--- src/rtl/dss_params.svh ---
// constants of the dual-slope sequencer and output control
// Operation
// - 12-bit result counter latched with sign and over-range, three-state drivers
// - full-scale result is 4096 counts, at input equal to twice reference
// - output-mode low or open keeps direct mode, read by chip and byte selects
// - a high pulse on output-mode sends two bytes by handshake, then direct
// - output-mode held high sends by handshake after every conversion
// - status rises at the start of signal integrate
// - status falls half a clock after latching; latches never change while low
// - gate high runs conversions continuously, 8192 clocks each
// - output latches load at zero crossing during reference phase
// - gate low after zero crossing ends reference phase, jumps to auto-zero
// - gate low: finish minimum auto-zero, then stay until gate high
// - gate low during auto-zero halts at its end until gate high
// - integrate and status rise seven clocks after gate sampled high
// - low byte holds bits 1-8; high byte bits 9-12, sign, over-range
// - chip-select and byte-selects are active-low inputs, pulled up
// - byte drivers enabled in direct mode with chip-select and that byte select low; in handshake by the sequencer
// - each cycle runs auto-zero, integrate, then reference phase
// - integrate lasts 2048 clocks; polarity taken at its end
// - reference phase counts clocks to zero crossing as the magnitude
`ifndef DSS_PARAMS_SVH
`define DSS_PARAMS_SVH

`define DSS_CLK_NS     25
`define DSS_AZ_LEN     13'h0800
`define DSS_INT_LEN    13'h0800
`define DSS_DE_LEN     13'h1000
`define DSS_CYCLE_LEN  14'h2000
`define DSS_START_DLY  13'h0007
`define DSS_RES_W      12
`define DSS_LO_MSB     7
`define DSS_HI_LSB     8
`define DSS_RESULT_RST 12'h000

`endif

--- src/rtl/dss_pkg.sv ---
// types of the dual-slope sequencer and output control
package dss_pkg;
    typedef enum logic [4:0] {
        PH_AZ    = 5'h01,
        PH_WAIT  = 5'h02,
        PH_START = 5'h04,
        PH_INT   = 5'h08,
        PH_DE    = 5'h10
    } dss_phase_t;

    typedef enum logic [5:0] {
        HS_IDLE   = 6'h01,
        HS_WAIT_H = 6'h02,
        HS_LOAD_H = 6'h04,
        HS_HOLD_H = 6'h08,
        HS_LOAD_L = 6'h10,
        HS_HOLD_L = 6'h20
    } dss_hs_t;

    typedef logic [12:0] dss_cnt_t;
endpackage : dss_pkg

--- src/rtl/dss_hs_if.sv ---
// signals between the sequencer core and the handshake output sequencer
`timescale 1ns/1ps
interface dss_hs_if;
    logic start;
    logic send;
    logic busy;
    logic load_n;
    logic hi_n;
    logic lo_n;
    logic drv_hi;
    logic drv_lo;

    modport ctrl (output start, output send, input busy, input load_n,
                  input hi_n, input lo_n, input drv_hi, input drv_lo);
    modport seq  (input start, input send, output busy, output load_n,
                  output hi_n, output lo_n, output drv_hi, output drv_lo);
endinterface : dss_hs_if

--- src/rtl/dss_hs_seq.sv ---
// two-byte handshake output sequencer, high byte first
`timescale 1ns/1ps
module dss_hs_seq (
    input  wire logic ref_clk,
    input  wire logic rst_n,
    dss_hs_if.seq     hs
);
    dss_pkg::dss_hs_t st_reg;
    dss_pkg::dss_hs_t st_next;

    // each byte waits for the receiver to be ready before its load strobe
    always_comb begin
        st_next = st_reg;
        unique case (st_reg)
            dss_pkg::HS_IDLE:   if (hs.start) st_next = dss_pkg::HS_WAIT_H;
            dss_pkg::HS_WAIT_H: if (hs.send) st_next = dss_pkg::HS_LOAD_H;
            dss_pkg::HS_LOAD_H: st_next = dss_pkg::HS_HOLD_H;
            dss_pkg::HS_HOLD_H: if (hs.send) st_next = dss_pkg::HS_LOAD_L;
            dss_pkg::HS_LOAD_L: st_next = dss_pkg::HS_HOLD_L;
            dss_pkg::HS_HOLD_L: if (hs.send) st_next = dss_pkg::HS_IDLE;
            default:            st_next = dss_pkg::HS_IDLE;
        endcase
    end

    always_ff @(posedge ref_clk or negedge rst_n) begin
        if (!rst_n) begin
            st_reg <= dss_pkg::HS_IDLE;
        end else begin
            st_reg <= st_next;
        end
    end

    assign hs.busy   = (st_reg != dss_pkg::HS_IDLE);
    assign hs.load_n = !(st_reg == dss_pkg::HS_LOAD_H || st_reg == dss_pkg::HS_LOAD_L);
    assign hs.drv_hi = (st_reg == dss_pkg::HS_LOAD_H || st_reg == dss_pkg::HS_HOLD_H);
    assign hs.drv_lo = (st_reg == dss_pkg::HS_LOAD_L || st_reg == dss_pkg::HS_HOLD_L);
    assign hs.hi_n   = !hs.drv_hi;
    assign hs.lo_n   = !hs.drv_lo;
endmodule : dss_hs_seq

--- src/rtl/dss_ctrl.sv ---
// dual-slope converter phase sequencer, result latches and output control
`timescale 1ns/1ps
`include "dss_params.svh"
module dss_ctrl (
    input  wire logic       ref_clk,
    input  wire logic       rst_n,
    input  wire logic       run_hold,
    input  wire logic       mode_in,
    input  wire logic       send,
    input  wire logic       cmp_zero,
    input  wire logic       cmp_pos,
    input  wire logic       chip_sel_n_in,
    output logic            chip_sel_n_out,
    output logic            chip_sel_n_oe,
    input  wire logic       high_byte_select_n_in,
    output logic            high_byte_select_n_out,
    output logic            high_byte_select_n_oe,
    input  wire logic       low_byte_select_n_in,
    output logic            low_byte_select_n_out,
    output logic            low_byte_select_n_oe,
    output logic [7:0]      lo_byte_out,
    output logic            lo_byte_oe,
    output logic [5:0]      hi_byte_out,
    output logic            hi_byte_oe,
    output logic            status,
    output logic            zero_phase,
    output logic            int_phase,
    output logic            reference_phase,
    output logic            sign_bit
);
    // =====================================================================
    // state and storage
    dss_pkg::dss_phase_t        ph_reg;
    dss_pkg::dss_phase_t        ph_next;
    dss_pkg::dss_cnt_t          cnt_reg;
    dss_pkg::dss_cnt_t          cnt_next;
    logic                       crossed_reg;
    logic                       sign_reg;
    logic [`DSS_RES_W-1:0]      result_reg;
    logic                       res_sign_reg;
    logic                       over_reg;
    logic                       latch_done_reg;
    logic                       status_reg;
    logic                       zph_reg;
    logic                       mode_prev_reg;
    logic                       hs_req_reg;
    logic                       chip_sel_n_out_reg;
    logic                       chip_sel_n_oe_reg;
    logic                       hb_out_reg;
    logic                       hb_oe_reg;
    logic                       lb_out_reg;
    logic                       lb_oe_reg;
    logic [7:0]                 lo_byte_reg;
    logic                       lo_oe_reg;
    logic [5:0]                 hi_byte_reg;
    logic                       hi_oe_reg;

    dss_hs_if hs ();

    // =====================================================================
    // decoding helpers
    function automatic logic dss_last(input dss_pkg::dss_cnt_t cnt,
                                      input dss_pkg::dss_cnt_t len);
        dss_last = (cnt == len - 13'h0001);
    endfunction : dss_last

    wire in_az      = (ph_reg == dss_pkg::PH_AZ);
    wire in_wait    = (ph_reg == dss_pkg::PH_WAIT);
    wire in_start   = (ph_reg == dss_pkg::PH_START);
    wire in_int     = (ph_reg == dss_pkg::PH_INT);
    wire in_de      = (ph_reg == dss_pkg::PH_DE);
    wire az_end     = in_az && dss_last(cnt_reg, `DSS_AZ_LEN);
    wire start_end  = in_start && dss_last(cnt_reg, `DSS_START_DLY);
    wire int_end    = in_int && dss_last(cnt_reg, `DSS_INT_LEN);
    wire de_end     = in_de && dss_last(cnt_reg, `DSS_DE_LEN);
    // first zero crossing of this reference phase
    wire zero_hit   = in_de && !crossed_reg && cmp_zero;
    // full scale reached without a crossing
    wire over_hit   = de_end && !crossed_reg && !cmp_zero;
    wire latch_go   = zero_hit || over_hit;
    // a transfer in progress freezes the latches; the result is dropped
    wire latch_en   = latch_go && !hs.busy;
    wire cut_short  = in_de && crossed_reg && !run_hold;
    wire mode_rise  = mode_in && !mode_prev_reg;
    wire ctl_drive  = mode_in || hs.busy;
    wire rd_lo      = !ctl_drive && !chip_sel_n_in && !low_byte_select_n_in;
    wire rd_hi      = !ctl_drive && !chip_sel_n_in && !high_byte_select_n_in;
    wire [7:0] lo_byte_val = result_reg[`DSS_LO_MSB:0];
    wire [5:0] hi_byte_val = {over_reg, res_sign_reg,
                              result_reg[`DSS_RES_W-1:`DSS_HI_LSB]};

    // =====================================================================
    // phase sequencer
    always_comb begin
        ph_next  = ph_reg;
        cnt_next = cnt_reg + 13'h0001;
        unique case (ph_reg)
            dss_pkg::PH_AZ: begin
                if (az_end) begin
                    cnt_next = '0;
                    ph_next  = run_hold ? dss_pkg::PH_INT : dss_pkg::PH_WAIT;
                end
            end
            dss_pkg::PH_WAIT: begin
                cnt_next = '0;
                if (run_hold) begin
                    ph_next = dss_pkg::PH_START;
                end
            end
            dss_pkg::PH_START: begin
                if (start_end) begin
                    cnt_next = '0;
                    ph_next  = dss_pkg::PH_INT;
                end
            end
            dss_pkg::PH_INT: begin
                if (int_end) begin
                    cnt_next = '0;
                    ph_next  = dss_pkg::PH_DE;
                end
            end
            dss_pkg::PH_DE: begin
                if (cut_short || de_end) begin
                    cnt_next = '0;
                    ph_next  = dss_pkg::PH_AZ;
                end
            end
            default: begin
                cnt_next = '0;
                ph_next  = dss_pkg::PH_AZ;
            end
        endcase
    end

    always_ff @(posedge ref_clk or negedge rst_n) begin
        if (!rst_n) begin
            ph_reg  <= dss_pkg::PH_AZ;
            cnt_reg <= '0;
            zph_reg <= 1'b1;
        end else begin
            ph_reg  <= ph_next;
            cnt_reg <= cnt_next;
            zph_reg <= |ph_next[2:0];
        end
    end

    // =====================================================================
    // polarity, crossing and result latches
    always_ff @(posedge ref_clk or negedge rst_n) begin
        if (!rst_n) begin
            sign_reg    <= 1'b0;
            crossed_reg <= 1'b0;
        end else begin
            if (int_end) begin
                sign_reg <= cmp_pos;
            end
            if (in_int) begin
                crossed_reg <= 1'b0;
            end else if (zero_hit) begin
                crossed_reg <= 1'b1;
            end
        end
    end

    always_ff @(posedge ref_clk or negedge rst_n) begin
        if (!rst_n) begin
            result_reg   <= `DSS_RESULT_RST;
            res_sign_reg <= 1'b0;
            over_reg     <= 1'b0;
        end else if (latch_en) begin
            // count to crossing; full scale wraps with flag
            result_reg   <= cnt_reg[`DSS_RES_W-1:0] + {{(`DSS_RES_W-1){1'b0}}, over_hit};
            res_sign_reg <= sign_reg;
            over_reg     <= over_hit;
        end
    end

    always_ff @(posedge ref_clk or negedge rst_n) begin
        if (!rst_n) begin
            latch_done_reg <= 1'b0;
        end else begin
            latch_done_reg <= latch_go;
        end
    end

    // status lives on the falling edge so its drop lands half a clock after latching
    always_ff @(negedge ref_clk or negedge rst_n) begin
        if (!rst_n) begin
            status_reg <= 1'b0;
        end else if (latch_done_reg) begin
            status_reg <= 1'b0;
        end else if (in_int) begin
            status_reg <= 1'b1;
        end
    end

    // =====================================================================
    // handshake request
    always_ff @(posedge ref_clk or negedge rst_n) begin
        if (!rst_n) begin
            mode_prev_reg <= 1'b0;
            hs_req_reg    <= 1'b0;
        end else begin
            mode_prev_reg <= mode_in;
            // pulse or level request, set wins over the take
            if (!hs.busy && (mode_rise || (mode_in && latch_en))) begin
                hs_req_reg <= 1'b1;
            end else if (hs.start) begin
                hs_req_reg <= 1'b0;
            end
        end
    end

    // taken one clock after a latch, so the bytes are already stable
    assign hs.start = hs_req_reg && !hs.busy && !latch_en;
    assign hs.send  = send;

    dss_hs_seq u_hs_seq (
        .ref_clk (ref_clk),
        .rst_n   (rst_n),
        .hs      (hs.seq)
    );

    // =====================================================================
    // pin drivers
    always_ff @(posedge ref_clk or negedge rst_n) begin
        if (!rst_n) begin
            chip_sel_n_out_reg <= 1'b1;
            chip_sel_n_oe_reg  <= 1'b0;
            hb_out_reg         <= 1'b1;
            hb_oe_reg          <= 1'b0;
            lb_out_reg         <= 1'b1;
            lb_oe_reg          <= 1'b0;
        end else begin
            chip_sel_n_oe_reg  <= ctl_drive;
            hb_oe_reg          <= ctl_drive;
            lb_oe_reg          <= ctl_drive;
            chip_sel_n_out_reg <= hs.load_n;
            hb_out_reg         <= hs.hi_n;
            lb_out_reg         <= hs.lo_n;
        end
    end

    always_ff @(posedge ref_clk or negedge rst_n) begin
        if (!rst_n) begin
            lo_byte_reg <= 8'h00;
            hi_byte_reg <= 6'h00;
            lo_oe_reg   <= 1'b0;
            hi_oe_reg   <= 1'b0;
        end else begin
            lo_byte_reg <= lo_byte_val;
            hi_byte_reg <= hi_byte_val;
            lo_oe_reg   <= rd_lo || hs.drv_lo;
            hi_oe_reg   <= rd_hi || hs.drv_hi;
        end
    end

    assign chip_sel_n_out         = chip_sel_n_out_reg;
    assign chip_sel_n_oe          = chip_sel_n_oe_reg;
    assign high_byte_select_n_out = hb_out_reg;
    assign high_byte_select_n_oe  = hb_oe_reg;
    assign low_byte_select_n_out  = lb_out_reg;
    assign low_byte_select_n_oe   = lb_oe_reg;
    assign lo_byte_out            = lo_byte_reg;
    assign lo_byte_oe             = lo_oe_reg;
    assign hi_byte_out            = hi_byte_reg;
    assign hi_byte_oe             = hi_oe_reg;
    assign status                 = status_reg;
    assign zero_phase             = zph_reg;
    assign int_phase              = ph_reg[3];
    assign reference_phase        = ph_reg[4];
    assign sign_bit               = sign_reg;

    // =====================================================================
    // checks
    logic [12:0] int_run_reg;
    logic [13:0] cyc_len_reg;

    always_ff @(posedge ref_clk or negedge rst_n) begin
        if (!rst_n) begin
            int_run_reg <= '0;
            cyc_len_reg <= '0;
        end else begin
            int_run_reg <= in_int ? int_run_reg + 13'h0001 : 13'h0000;
            cyc_len_reg <= (ph_next == dss_pkg::PH_INT && !in_int) ? 14'h0001 :
                           cut_short ? 14'h0000 : cyc_len_reg + 14'h0001;
        end
    end
endmodule : dss_ctrl

--- config.mk ---
export PLATFORM = sky130hd
export DESIGN_NAME = dss_ctrl
export DESIGN_NICKNAME = d
export VERILOG_FILES = /design/src/rtl/dss_pkg.sv /design/src/rtl/dss_hs_if.sv /design/src/rtl/dss_hs_seq.sv /design/src/rtl/dss_ctrl.sv
export VERILOG_INCLUDE_DIRS = /design/src /design/src/rtl
export SDC_FILE = /design/constraint.sdc
export NUM_CORES = 1
export LEC_CHECK = 0
export BUFFER_PORTS_ARGS = -buffer_cell sky130_fd_sc_hd__buf_4
export CAP_MARGIN = 15
export CORE_MARGIN = 3
export CORE_UTILIZATION = 30
export CTS_CLUSTER_DIAMETER = 60
export DETAILED_ROUTE_END_ITERATION = 12
export GPL_TIMING_DRIVEN = 0
export HOLD_SLACK_MARGIN = 0.05
export PLACE_DENSITY = 0.45
export SLEW_MARGIN = 20
export SYNTH_ARGS = -nofsm -noshare
export SYNTH_HDL_FRONTEND = slang
export SYNTH_SLANG_ARGS = --single-unit
--- constraint.sdc ---
create_clock -name ref_clk -period 3.05 [get_ports ref_clk]
set_input_delay 0.61 -clock ref_clk [delete_from_list [all_inputs] [get_ports ref_clk]]
set_output_delay 0.61 -clock ref_clk [all_outputs]
set_load 0.01 [all_outputs]
==> results of run 1 <==
-- final timing paths --
kind,start,end,slack (ns),cells after the start
worst max-delay path,status,status,0.06,1
worst min-delay path,result_reg[6],lo_byte_out[6],0.37,0
worst max register to register,ph_reg[1],status,0.15,5
worst min register to register,result_reg[6],lo_byte_out[6],0.37,0
max in group asynchronous,rst_n,status,0.71,1
min in group asynchronous,rst_n,lo_byte_out[1],0.38,1
-- metrics by stage --
step	setup WS, ns	total power, mW
finish	0.0558	1.95
CTS	0.0311	2.00
global placement	0.119	1.17
detailed placement	0.0944	1.17
global route	0.0197	2.05
floorplan	0.358	1.07
-- repair_timing --
item                                   in CTS  in global routing
setup endpoints to repair                   0                  2
gates resized for setup                     0                  1
setup buffers                               0                  3
endpoints found under the hold margin       0                  0
-- metal layers --
| layer | up-vias | track usage | share of wire | wire [µm] |
|---|---|---|---|---|
| met5 | - | 0 | 0 | 0 |
| met4 | 0 | 0.0356 | 0.015 | 90 |
| met3 | 8 | 0.0379 | 0.038 | 225 |
| met2 | 42 | 0.173 | 0.47 | 2760 |
| met1 | 994 | 0.157 | 0.48 | 2850 |
| li1 | 1048 | - | - | - |
-- report_power, final --
part | switching (mW) | internal [mW]
Combinational | 0.137 | 0.100
Clock | 0.341 | 0.460
Sequential | 0.0200 | 0.895
Total | 0.498 | 1.45
-- final cells by class --
class	instances	area [µm²]	share of cell area
buffer	20	115	0.0310
clock buffer	9	124	0.0333
clock inverter	7	95.1	0.0256
inverter	7	26.3	0.00707
multi-input combinational	185	1260	0.340
sequential	65	1640	0.440
tap	133	166	0.0448
timing repair buffer	39	293	0.0787
-- cell usage after synthesis, types with 2 or more instances --
cell,number
sky130_fd_sc_hd__xor2_1,16
sky130_fd_sc_hd__nor4b_1,2
sky130_fd_sc_hd__clkbuf_1,8
sky130_fd_sc_hd__nand4_1,2
sky130_fd_sc_hd__nand2b_1,3
sky130_fd_sc_hd__nor2_1,34
sky130_fd_sc_hd__and3_1,3
sky130_fd_sc_hd__nor2b_1,3
sky130_fd_sc_hd__o21ai_0,18
sky130_fd_sc_hd__o31ai_1,2
sky130_fd_sc_hd__nand2_1,21
sky130_fd_sc_hd__dfrtp_1,58
sky130_fd_sc_hd__buf_4,5
sky130_fd_sc_hd__nor4_4,2
sky130_fd_sc_hd__nor4_1,3
sky130_fd_sc_hd__buf_6,2
sky130_fd_sc_hd__mux2i_1,3
sky130_fd_sc_hd__nand3b_1,2
sky130_fd_sc_hd__mux2_4,2
sky130_fd_sc_hd__ha_1,4
sky130_fd_sc_hd__mux2_2,3
sky130_fd_sc_hd__o32ai_1,2
sky130_fd_sc_hd__inv_1,7
sky130_fd_sc_hd__and4_1,5
sky130_fd_sc_hd__nand3_1,11
sky130_fd_sc_hd__dfstp_2,6
sky130_fd_sc_hd__o211ai_1,2
sky130_fd_sc_hd__nor3_1,3
sky130_fd_sc_hd__a21oi_1,5
sky130_fd_sc_hd__buf_2,5
sky130_fd_sc_hd__xnor2_1,11
-- cells by family (layout without fill, tap and decap cells) --
| family | after synthesis | count (layout) | synth area share |
|---|---|---|---|
| XOR/XNOR | 27 | 27 | 0.0778 |
| AND/OR/NAND/NOR | 108 | 108 | 0.202 |
| AO/OA/AOI/OAI | 38 | 38 | 0.0885 |
| adder cells (fa/ha/maj) | 4 | 4 | 0.0165 |
| flip-flops | 65 | 65 | 0.538 |
| multiplexers | 8 | 8 | 0.0309 |
| buffers and inverters | 27 | 82 | 0.0465 |
-- placed cells by master (no fill, tap or decap), types with 2 or more instances in the layout --
master                      Yosys  layout
sky130_fd_sc_hd__dfrtp_1       58      57
sky130_fd_sc_hd__buf_4          5      44
sky130_fd_sc_hd__nor2_1        34      34
sky130_fd_sc_hd__nand2_1       21      21
sky130_fd_sc_hd__o21ai_0       18      18
sky130_fd_sc_hd__xor2_1        16      16
sky130_fd_sc_hd__nand3_1       11      11
sky130_fd_sc_hd__xnor2_1       11      11
sky130_fd_sc_hd__clkbuf_8       0       9
sky130_fd_sc_hd__clkbuf_1       8       8
sky130_fd_sc_hd__inv_1          7       7
sky130_fd_sc_hd__dfstp_2        6       6
sky130_fd_sc_hd__buf_2          5       5
sky130_fd_sc_hd__a21oi_1        5       5
sky130_fd_sc_hd__and4_1         5       5
sky130_fd_sc_hd__ha_1           4       4
sky130_fd_sc_hd__nor4_1         3       3
sky130_fd_sc_hd__nand2b_1       3       3
sky130_fd_sc_hd__nor2b_1        3       3
sky130_fd_sc_hd__and3_1         3       3
sky130_fd_sc_hd__nor3_1         3       3
sky130_fd_sc_hd__mux2_2         3       3
sky130_fd_sc_hd__mux2i_1        3       3
sky130_fd_sc_hd__buf_6          2       2
sky130_fd_sc_hd__nor4b_1        2       2
sky130_fd_sc_hd__nor4_4         2       2
sky130_fd_sc_hd__o32ai_1        2       2
sky130_fd_sc_hd__nand4_1        2       2
sky130_fd_sc_hd__o211ai_1       2       2
sky130_fd_sc_hd__nand3b_1       2       2
sky130_fd_sc_hd__o31ai_1        2       2
sky130_fd_sc_hd__mux2_4         2       2
sky130_fd_sc_hd__clkinv_2       0       2
sky130_fd_sc_hd__bufinv_16      0       2
sky130_fd_sc_hd__clkinv_4       0       2
==> results.py, run 1 <==
metrics = {
    "outcome": {
        "status": "finished, final reports clean",
    },
    "clock_network": {
        "cts-root-to-sink-buffers": 2,
        "cts-hold-fix-buffers": 0,
        "tritoncts": "built",
        "tritoncts_num_sinks": 65,
        "cts_buf_count": 9,
        "insertion_delay_ns": 0.34,
        "clk_pin_slew_ns": 0.07,
        "cts.root.buffer_cell": "sky130_fd_sc_hd__clkbuf_8",
        "cts_max_level": 3,
    },
    "worst_setup_path": {
        "timing.critical_path.slowest_cell_delay_ns": 0.41,
        "critPathSlowestCell": "sky130_fd_sc_hd__dfrtn_1",
        "crit_path_cell_trace": "buf_4",
        "cp_data_arrival_time_ns": 2.38,
        "critical_path.endpoint_type": "primary output",
        "worst-path-max-fanout": 2,
        "critical_path_class": "reg2out",
        "crit_buf_inv": 1,
        "startpoint_type": "flop",
        "critical_path_required_ns": 2.44,
        "timing.critical_path.max_delay_family": "flip-flops",
    },
    "cells_and_area": {
        "finish.utilization": 0.379,
        "final_instance_area_um2": 3720,
        "antenna_cells_inserted": 0,
        "nFillCells": 1010,
        "largest_register_ff_count": 13,
        "synth_to_layout_area_growth_pct": 22.4,
        "layout.cells.non_filler": 465,
        "drive_gt1_frac": 0.274,
        "nets": 341,
    },
    "grt": {
        "grt_start_max_net_pins": 66,
        "grt_pass1_vias": 2084,
        "grt_first_pass_wirelength_um": 10400,
        "grt-ovfl-total": 0,
        "antenna_violations_before_repair": 0,
        "grt_use_total": 0.115,
    },
    "logic_synthesis": {
        "syn-mean-instance-area_um2": 11.0,
        "synth_largest_area_cell": "sky130_fd_sc_hd__dfrtp_1",
        "synth-seq-area-share": 0.538,
        "synthCells": 277,
        "mappedNetlistNets": 291,
        "synthesis.yosys.warnings": 0,
        "synth_async_sr_flop_share": 1.00,
        "synth_top_cells_by_area": "sky130_fd_sc_hd__dfrtp_1 (48%), sky130_fd_sc_hd__dfstp_2 (5.2%), sky130_fd_sc_hd__xor2_1 (4.6%)",
        "synth_seq_cells": 65,
        "synth-edff-count": 0,
        "post_synth_instance_area_um2": 3040,
        "synth_top_cell_area_share": 0.478,
        "synth_top_flop_cell": "sky130_fd_sc_hd__dfrtp_1",
        "netlist-cell-type-count": 55,
    },
    "placed_design": {
        "place.detailed.instances": 446,
        "io_buffer_count": 36,
        "placedInstanceArea_um2": 3480,
        "rd_place_congestion": 0.761,
        "dp_hpwl_um": 4070,
    },
    "sta": {
        "timing.max_slew.rel_slack": 0.457,
        "rsz0062_at_grt": "no",
        "final_hold_violation_count": 0,
        "tns_ns": 0,
        "fin_worst_skew_ns": 0.0143,
        "final_max_slew_viol_count": 0,
        "max_slew.worst_pin.slew_ns": 0.815,
        "finalHoldWorstSlack_ns": 0.375,
        "final_report_setup_violation_count": 0,
    },
    "route": {
        "drc": 0,
        "drt.antenna.violating_nets": 0,
        "post_drt_wl_per_cell_um": 12.7,
        "firstDrtPassIters": 4,
        "detailedRoute.firstIterationViolations": 66,
        "via_count": 2092,
        "via_per_inst": 4.50,
        "finalWirelength_um": 5930,
    },
    "floorplan": {
        "dieWidth_um": 107,
        "fp.dieArea_um2": 11400,
        "core.rowCount": 36,
        "floorplan.core_area_um2": 9820,
        "die_height_um": 107,
        "floorplan.initialDensity": 0.310,
        "num_io_pins": 37,
    },
    "pwr": {
        "power-per-cell-area_nw_per_um2": 525,
        "reported_leakage_power_nw": 1.68,
        "max-vdd-ir-drop_uv": 283,
    },
    "job": {
        "maxCapViolCount": 0,
    },
    "worst_hold_path": {
        "hold_class": "reg2reg",
    },
}
Note: power is estimated with default switching activity, not from simulation.
==> run 2, diff against run 1 <==
--- a/config.mk
+++ b/config.mk
@@ -7,5 +7,4 @@
 export NUM_CORES = 1
 export LEC_CHECK = 0
-export BUFFER_PORTS_ARGS = -buffer_cell sky130_fd_sc_hd__buf_4
 export CAP_MARGIN = 15
 export CORE_MARGIN = 3
@@ -13,7 +12,8 @@
 export CTS_CLUSTER_DIAMETER = 60
 export DETAILED_ROUTE_END_ITERATION = 12
+export DONT_BUFFER_PORTS = 1
 export GPL_TIMING_DRIVEN = 0
 export HOLD_SLACK_MARGIN = 0.05
-export PLACE_DENSITY = 0.45
+export PLACE_DENSITY = 0.42
 export SLEW_MARGIN = 20
 export SYNTH_ARGS = -nofsm -noshare
==> constraint.sdc (replaced) <==
create_clock -name ref_clk -period 3.05 [get_ports ref_clk]
set_input_delay 0.61 -clock ref_clk [delete_from_list [all_inputs] [get_ports ref_clk]]
set_output_delay 0.61 -clock ref_clk [all_outputs]
set_load 0.05 [all_outputs]
==> run 2 against run 1 <==
The flow now finishes with violations (setup timing). Hold slack worse by 0.28 ns. Cell count shrank 7.7%. Global-route usage up 0.31 points. Die area unchanged. Clock power shrank 16%. First-iteration DRC count decreased by 29%. Register-to-register slack got worse by 0.02 ns. Largest cell class unchanged.
==> results.py, run 2 (synthesized netlist as in run 1, its figures left out) <==
metrics = {
    "outcome": {
        "status": "finished with violations",
        "failed_checks": "setup timing",
    },
    "cells_and_area": {
        "drive_gt1_frac": 0.189,
        "nets": 305,
        "antenna_cells_inserted": 0,
        "final_instance_area_um2": 3430,
        "largest_register_ff_count": 13,
        "final_common_cell": "sky130_fd_sc_hd__dfrtp_1",
        "layout_common_cells": "sky130_fd_sc_hd__dfrtp_1 (57), sky130_fd_sc_hd__nor2_1 (34), sky130_fd_sc_hd__nand2_1 (21), sky130_fd_sc_hd__o21ai_0 (18), sky130_fd_sc_hd__xor2_1 (16)",
        "synth_to_layout_area_growth_pct": 13.0,
        "nFillCells": 1051,
    },
    "sta": {
        "tns_ns": -0.114,
        "final_max_slew_viol_count": 0,
        "timing.max_slew.rel_slack": 0.645,
        "max_slew.worst_pin.slew_ns": 0.528,
        "final_hold_violation_count": 0,
        "setup_ws_ns": -0.114,
        "fin_worst_skew_ns": 0.0254,
        "final_report_setup_violation_count": 1,
        "rsz0062_at_grt": "yes",
    },
    "clock_network": {
        "cts-root-to-sink-buffers": 2,
        "clk_pin_slew_ns": 0.08,
        "cts.root.buffer_cell": "sky130_fd_sc_hd__clkbuf_8",
        "cts_max_level": 3,
        "tritoncts": "built",
        "cts_buf_count": 9,
        "tritoncts_num_sinks": 65,
        "insertion_delay_ns": 0.35,
    },
    "route": {
        "via_count": 1994,
        "firstDrtPassIters": 4,
        "detailedRoute.firstIterationViolations": 47,
        "drt.antenna.violating_nets": 0,
        "via_per_inst": 4.65,
        "drc": 0,
        "post_drt_wl_per_cell_um": 14.3,
        "finalWirelength_um": 6150,
    },
    "grt": {
        "global_route.usage.met3": 0.0427,
        "grt_first_pass_wirelength_um": 10400,
        "gr_util_met1": 0.155,
        "globalRouteMet2Util": 0.177,
        "antenna_violations_before_repair": 0,
        "grt_use_total": 0.118,
        "grt-ovfl-total": 0,
        "grt_pass1_vias": 2027,
        "grt_busiest_layer": "met2",
        "grt_start_max_net_pins": 59,
    },
    "worst_setup_path": {
        "setup.worst_path.start": "status",
        "critical_path.endpoint_type": "primary output",
        "critical_path_required_ns": 2.44,
        "r2r-end": "status",
        "worst-path-max-fanout": 2,
        "critical_path_class": "reg2out",
        "reg2regPathDepth": 4,
        "r2r_start": "ph_reg[3]",
        "reg2reg_setup_slack_ns": 0.13,
        "startpoint_type": "flop",
        "crit_cells": 0,
        "cp_data_arrival_time_ns": 2.55,
    },
    "floorplan": {
        "num_io_pins": 37,
        "floorplan.initialDensity": 0.310,
        "floorplan.core_area_um2": 9820,
        "fp.dieArea_um2": 11400,
        "core.rowCount": 36,
        "die_height_um": 107,
        "dieWidth_um": 107,
    },
    "pwr": {
        "max-vdd-ir-drop_uv": 263,
        "power-per-cell-area_nw_per_um2": 539,
        "reported_leakage_power_nw": 1.49,
    },
    "placed_design": {
        "rd_place_congestion": 0.743,
        "io_buffer_count": 0,
        "placedInstanceArea_um2": 3210,
        "dp_hpwl_um": 4030,
    },
    "job": {
        "maxCapViolCount": 0,
    },
    "worst_hold_path": {
        "hold_class": "in2async",
    },
}
-- run 2: cell count changes in the layout (fill, tap and decap cells not counted) --
cell                         change
sky130_fd_sc_hd__ha_2            +1
sky130_fd_sc_hd__bufinv_16       -2
sky130_fd_sc_hd__clkinvlp_4      +1
sky130_fd_sc_hd__buf_16          +1
sky130_fd_sc_hd__clkinv_2        +1
sky130_fd_sc_hd__ha_1            -1
sky130_fd_sc_hd__buf_4          -37
sky130_fd_sc_hd__clkinv_4        -2
sky130_fd_sc_hd__clkbuf_8        +2
-- run 2: cell type report --
class | instances | area, µm² | share of cell area
Clock inverter | 5 | 30.0 | 0.00875
Clock buffer | 11 | 151 | 0.0441
Multi-Input combinational cell | 185 | 1270 | 0.369
Tap cell | 133 | 166 | 0.0485
Sequential cell | 65 | 1640 | 0.476
Inverter | 7 | 26.3 | 0.00765
Buffer | 20 | 115 | 0.0335
Timing Repair Buffer | 3 | 42.5 | 0.0124
-- run 2: where the power goes --
part / internal [mW] / switching (mW) / total, mW
clock: 0.335 / 0.341 / 0.676
combinational: 0.0740 / 0.151 / 0.225
sequential: 0.894 / 0.0559 / 0.950
total: 1.30 / 0.548 / 1.85
-- run 2: layer usage --
metal | vias up | part of all wire
met5 | - | 0
met4 | 0 | 0.018
met3 | 10 | 0.053
met2 | 41 | 0.45
met1 | 968 | 0.48
li1 | 975 | -
-- run 2: worst max path at each step --
stage	endpoint	slack [ns]
final	status	-0.11
after global routing	status	-0.15
after CTS	status	-0.13
after detailed placement	result_reg[10]	-0.02
after global placement	result_reg[10]	-0.02
after floorplan	status	0.14
-- run 2: timing repair --
| item | CTS | global route |
|---|---|---|
| pin swaps | 0 | 1 |
| setup endpoints to repair | 4 | 3 |
| setup buffers | 0 | 2 |
| hold endpoints to repair | 58 | 0 |
| resized for setup | 1 | 1 |
| hold buffers | 1 | 0 |
-- run 2: per-stage QoR --
step	setup slack (ns)	hold WS [ns]	total power, mW	cells	utilization
after detailed placement	-0.0249	0.317	1.17	410	0.326
after CTS	-0.127	0.0824	1.88	427	0.348
after global placement	-0.0168	0.317	1.18	410	0.326
final	-0.114	0.0947	1.85	429	0.350
after floorplan	0.144	0.314	1.14	277	-
after global routing	-0.146	0.0704	1.94	429	0.350
==> run 3, diff against run 2 <==
- PLACE_DENSITY: 0.42 -> 0.56
==> run 3 against run 2 <==
The run still ends with setup timing left. Die area did not move. Critical path depth did not move. Wire length fell by 6.3%. Hold slack improved by 0.0044 ns. Cell count fell by 0.47%. Design area rose by 0.80%. Sequential share of layout area fell by 0.42 points. Sequential cell count did not move. Power rose by 8.2%. Critical path type unchanged. Largest cell class unchanged. Largest power group unchanged.
==> results.py, run 3 (synthesized netlist as in run 1, its figures left out) <==
metrics = {
    "cells_and_area": {
        "final_common_cell": "sky130_fd_sc_hd__dfrtp_1",
        "final_instance_area_um2": 3460,
        "drive_gt1_frac": 0.177,
        "synth_to_layout_area_growth_pct": 13.9,
        "nets": 303,
        "largest_register_ff_count": 13,
        "layout_common_cells": "sky130_fd_sc_hd__dfrtp_1 (58), sky130_fd_sc_hd__nor2_1 (34), sky130_fd_sc_hd__nand2_1 (21), sky130_fd_sc_hd__o21ai_0 (18), sky130_fd_sc_hd__xor2_1 (16)",
        "layout.cells.non_filler": 427,
        "antenna_cells_inserted": 0,
    },
    "route": {
        "detailedRoute.firstIterationViolations": 63,
        "post_drt_wl_per_cell_um": 13.5,
        "finalWirelength_um": 5760,
        "via_count": 2018,
        "drc": 0,
        "via_per_inst": 4.73,
        "firstDrtPassIters": 4,
        "drt.antenna.violating_nets": 0,
    },
    "placed_design": {
        "place.detailed.instances": 410,
        "placedInstanceArea_um2": 3210,
        "detailedPlace.worstSlack_ns": 0.0351,
        "rd_place_congestion": 0.774,
        "io_buffer_count": 0,
        "dp_hpwl_um": 3910,
    },
    "clock_network": {
        "cts.root.buffer_cell": "sky130_fd_sc_hd__clkbuf_8",
        "insertion_delay_ns": 0.34,
        "clk_pin_slew_ns": 0.08,
        "tritoncts_num_sinks": 65,
        "cts_max_level": 3,
        "tritoncts": "built",
        "cts-root-to-sink-buffers": 2,
        "cts_buf_count": 9,
    },
    "sta": {
        "setup_ws_ns": -0.128,
        "final_report_setup_violation_count": 1,
        "fin_worst_skew_ns": 0.0112,
        "rsz0062_at_grt": "yes",
        "final_hold_violation_count": 0,
        "timing.max_slew.rel_slack": 0.614,
        "final_max_slew_viol_count": 0,
        "max_slew.worst_pin.slew_ns": 0.574,
    },
    "worst_setup_path": {
        "critical_path.endpoint_type": "primary output",
        "startpoint_type": "flop",
        "critical_path_class": "reg2out",
        "critical_path_required_ns": 2.44,
        "cp_data_arrival_time_ns": 2.57,
        "worst-path-max-fanout": 2,
    },
    "floorplan": {
        "dieWidth_um": 107,
        "fp.dieArea_um2": 11400,
        "num_io_pins": 37,
        "floorplan.initialDensity": 0.310,
        "core.rowCount": 36,
        "die_height_um": 107,
        "floorplan.core_area_um2": 9820,
    },
    "pwr": {
        "power_frac_clock": 0.415,
        "power_switching_share": 0.274,
        "p_sw_mw": 0.550,
        "max-vdd-ir-drop_uv": 222,
        "internal_power_mw": 1.45,
        "power-per-cell-area_nw_per_um2": 579,
        "seq_power_share": 0.474,
        "reported_leakage_power_nw": 1.50,
        "share_comb_of_total_power": 0.111,
    },
    "grt": {
        "grt_use_total": 0.112,
        "grt_first_pass_wirelength_um": 10000,
        "grt_start_max_net_pins": 59,
        "grt_pass1_vias": 2060,
        "grt-ovfl-total": 0,
        "antenna_violations_before_repair": 0,
    },
    "job": {
        "maxCapViolCount": 0,
    },
    "outcome": {
        "failed_checks": "setup timing",
        "status": "finished with violations",
    },
    "worst_hold_path": {
        "hold_class": "in2async",
    },
}
run 3: cell types whose count changed in the layout (fill, tap and decap cells not counted), sizes merged:
cell and delta:
buf -2, bufinv +2, clkbuf -1, clkinv -1
clkinvlp -1, inv +1
run 3: power by group through the flow:
| stage | sequential, mW | clock, mW | combinational [mW] |
|---|---|---|---|
| after detailed placement | 0.967 | 0 | 0.203 |
| after global placement | 0.967 | 0 | 0.201 |
| final | 0.950 | 0.831 | 0.222 |
| after floorplan | 0.960 | 0 | 0.175 |
| after global routing | 0.954 | 0.892 | 0.243 |
| after CTS | 0.951 | 0.863 | 0.222 |
run 3: worst paths after layout:
check | from | endpoint | slack, ns | depth (start not counted)
worst min-delay path | rst_n | chip_sel_n_out | 0.1 | 0
worst max register to register | ph_reg[4] | status | 0.01 | 5
max in group asynchronous | rst_n | status | 1.56 | 0
worst min register to register | result_reg[2] | lo_byte_out[2] | 0.38 | 0
worst max-delay path | status | status | -0.13 | 0
min in group ref_clk | mode_in | mode_prev_reg | 0.29 | 0
run 3: metal layers:
layer	track usage	wire, µm	vias up
li1	-	-	980
met1	0.129	2480	993
met2	0.184	2830	39
met3	0.0506	380	6
met4	0.0420	72	0
met5	0	0	-
run 3: layout make-up:
cell class | instances | area, µm²
fillers | 1018 | 6360
flip-flops and latches | 65 | 1630
multi-input cells | 185 | 1260
well taps | 133 | 166
clock buffers | 10 | 138
plain buffers | 20 | 115
clock inverters | 6 | 90.1
repair buffers | 1 | 27.5
inverters | 7 | 26.3
run 3: through the flow:
step           utilization  power [mW]  hold WS [ns]  TNS (ns)
2_1_floorplan            -        1.14         0.314         0
3_3_place_gp         0.326        1.17         0.318         0
3_5_place_dp         0.326        1.17         0.318         0
4_1_cts              0.352        2.04        0.0783    -0.150
5_1_grt              0.352        2.09        0.0735    -0.536
6_report             0.352        2.00        0.0991    -0.128
run 3: what timing repair did:
action,4_1_cts,5_1_grt
hold buffers,1,0
gates resized for setup,0,0
endpoints found under the hold margin,58,0
setup buffers,0,0
setup endpoints to repair,2,4
run 3: worst reg2reg max path: stages (launching register included):
cell and delay (ns):
sky130_fd_sc_hd__dfrtp_1 0.64, sky130_fd_sc_hd__buf_4 0.26, sky130_fd_sc_hd__inv_1 0.06, sky130_fd_sc_hd__and4_1 0.24, sky130_fd_sc_hd__nor2_1 0.10, sky130_fd_sc_hd__nor2_1 0.05
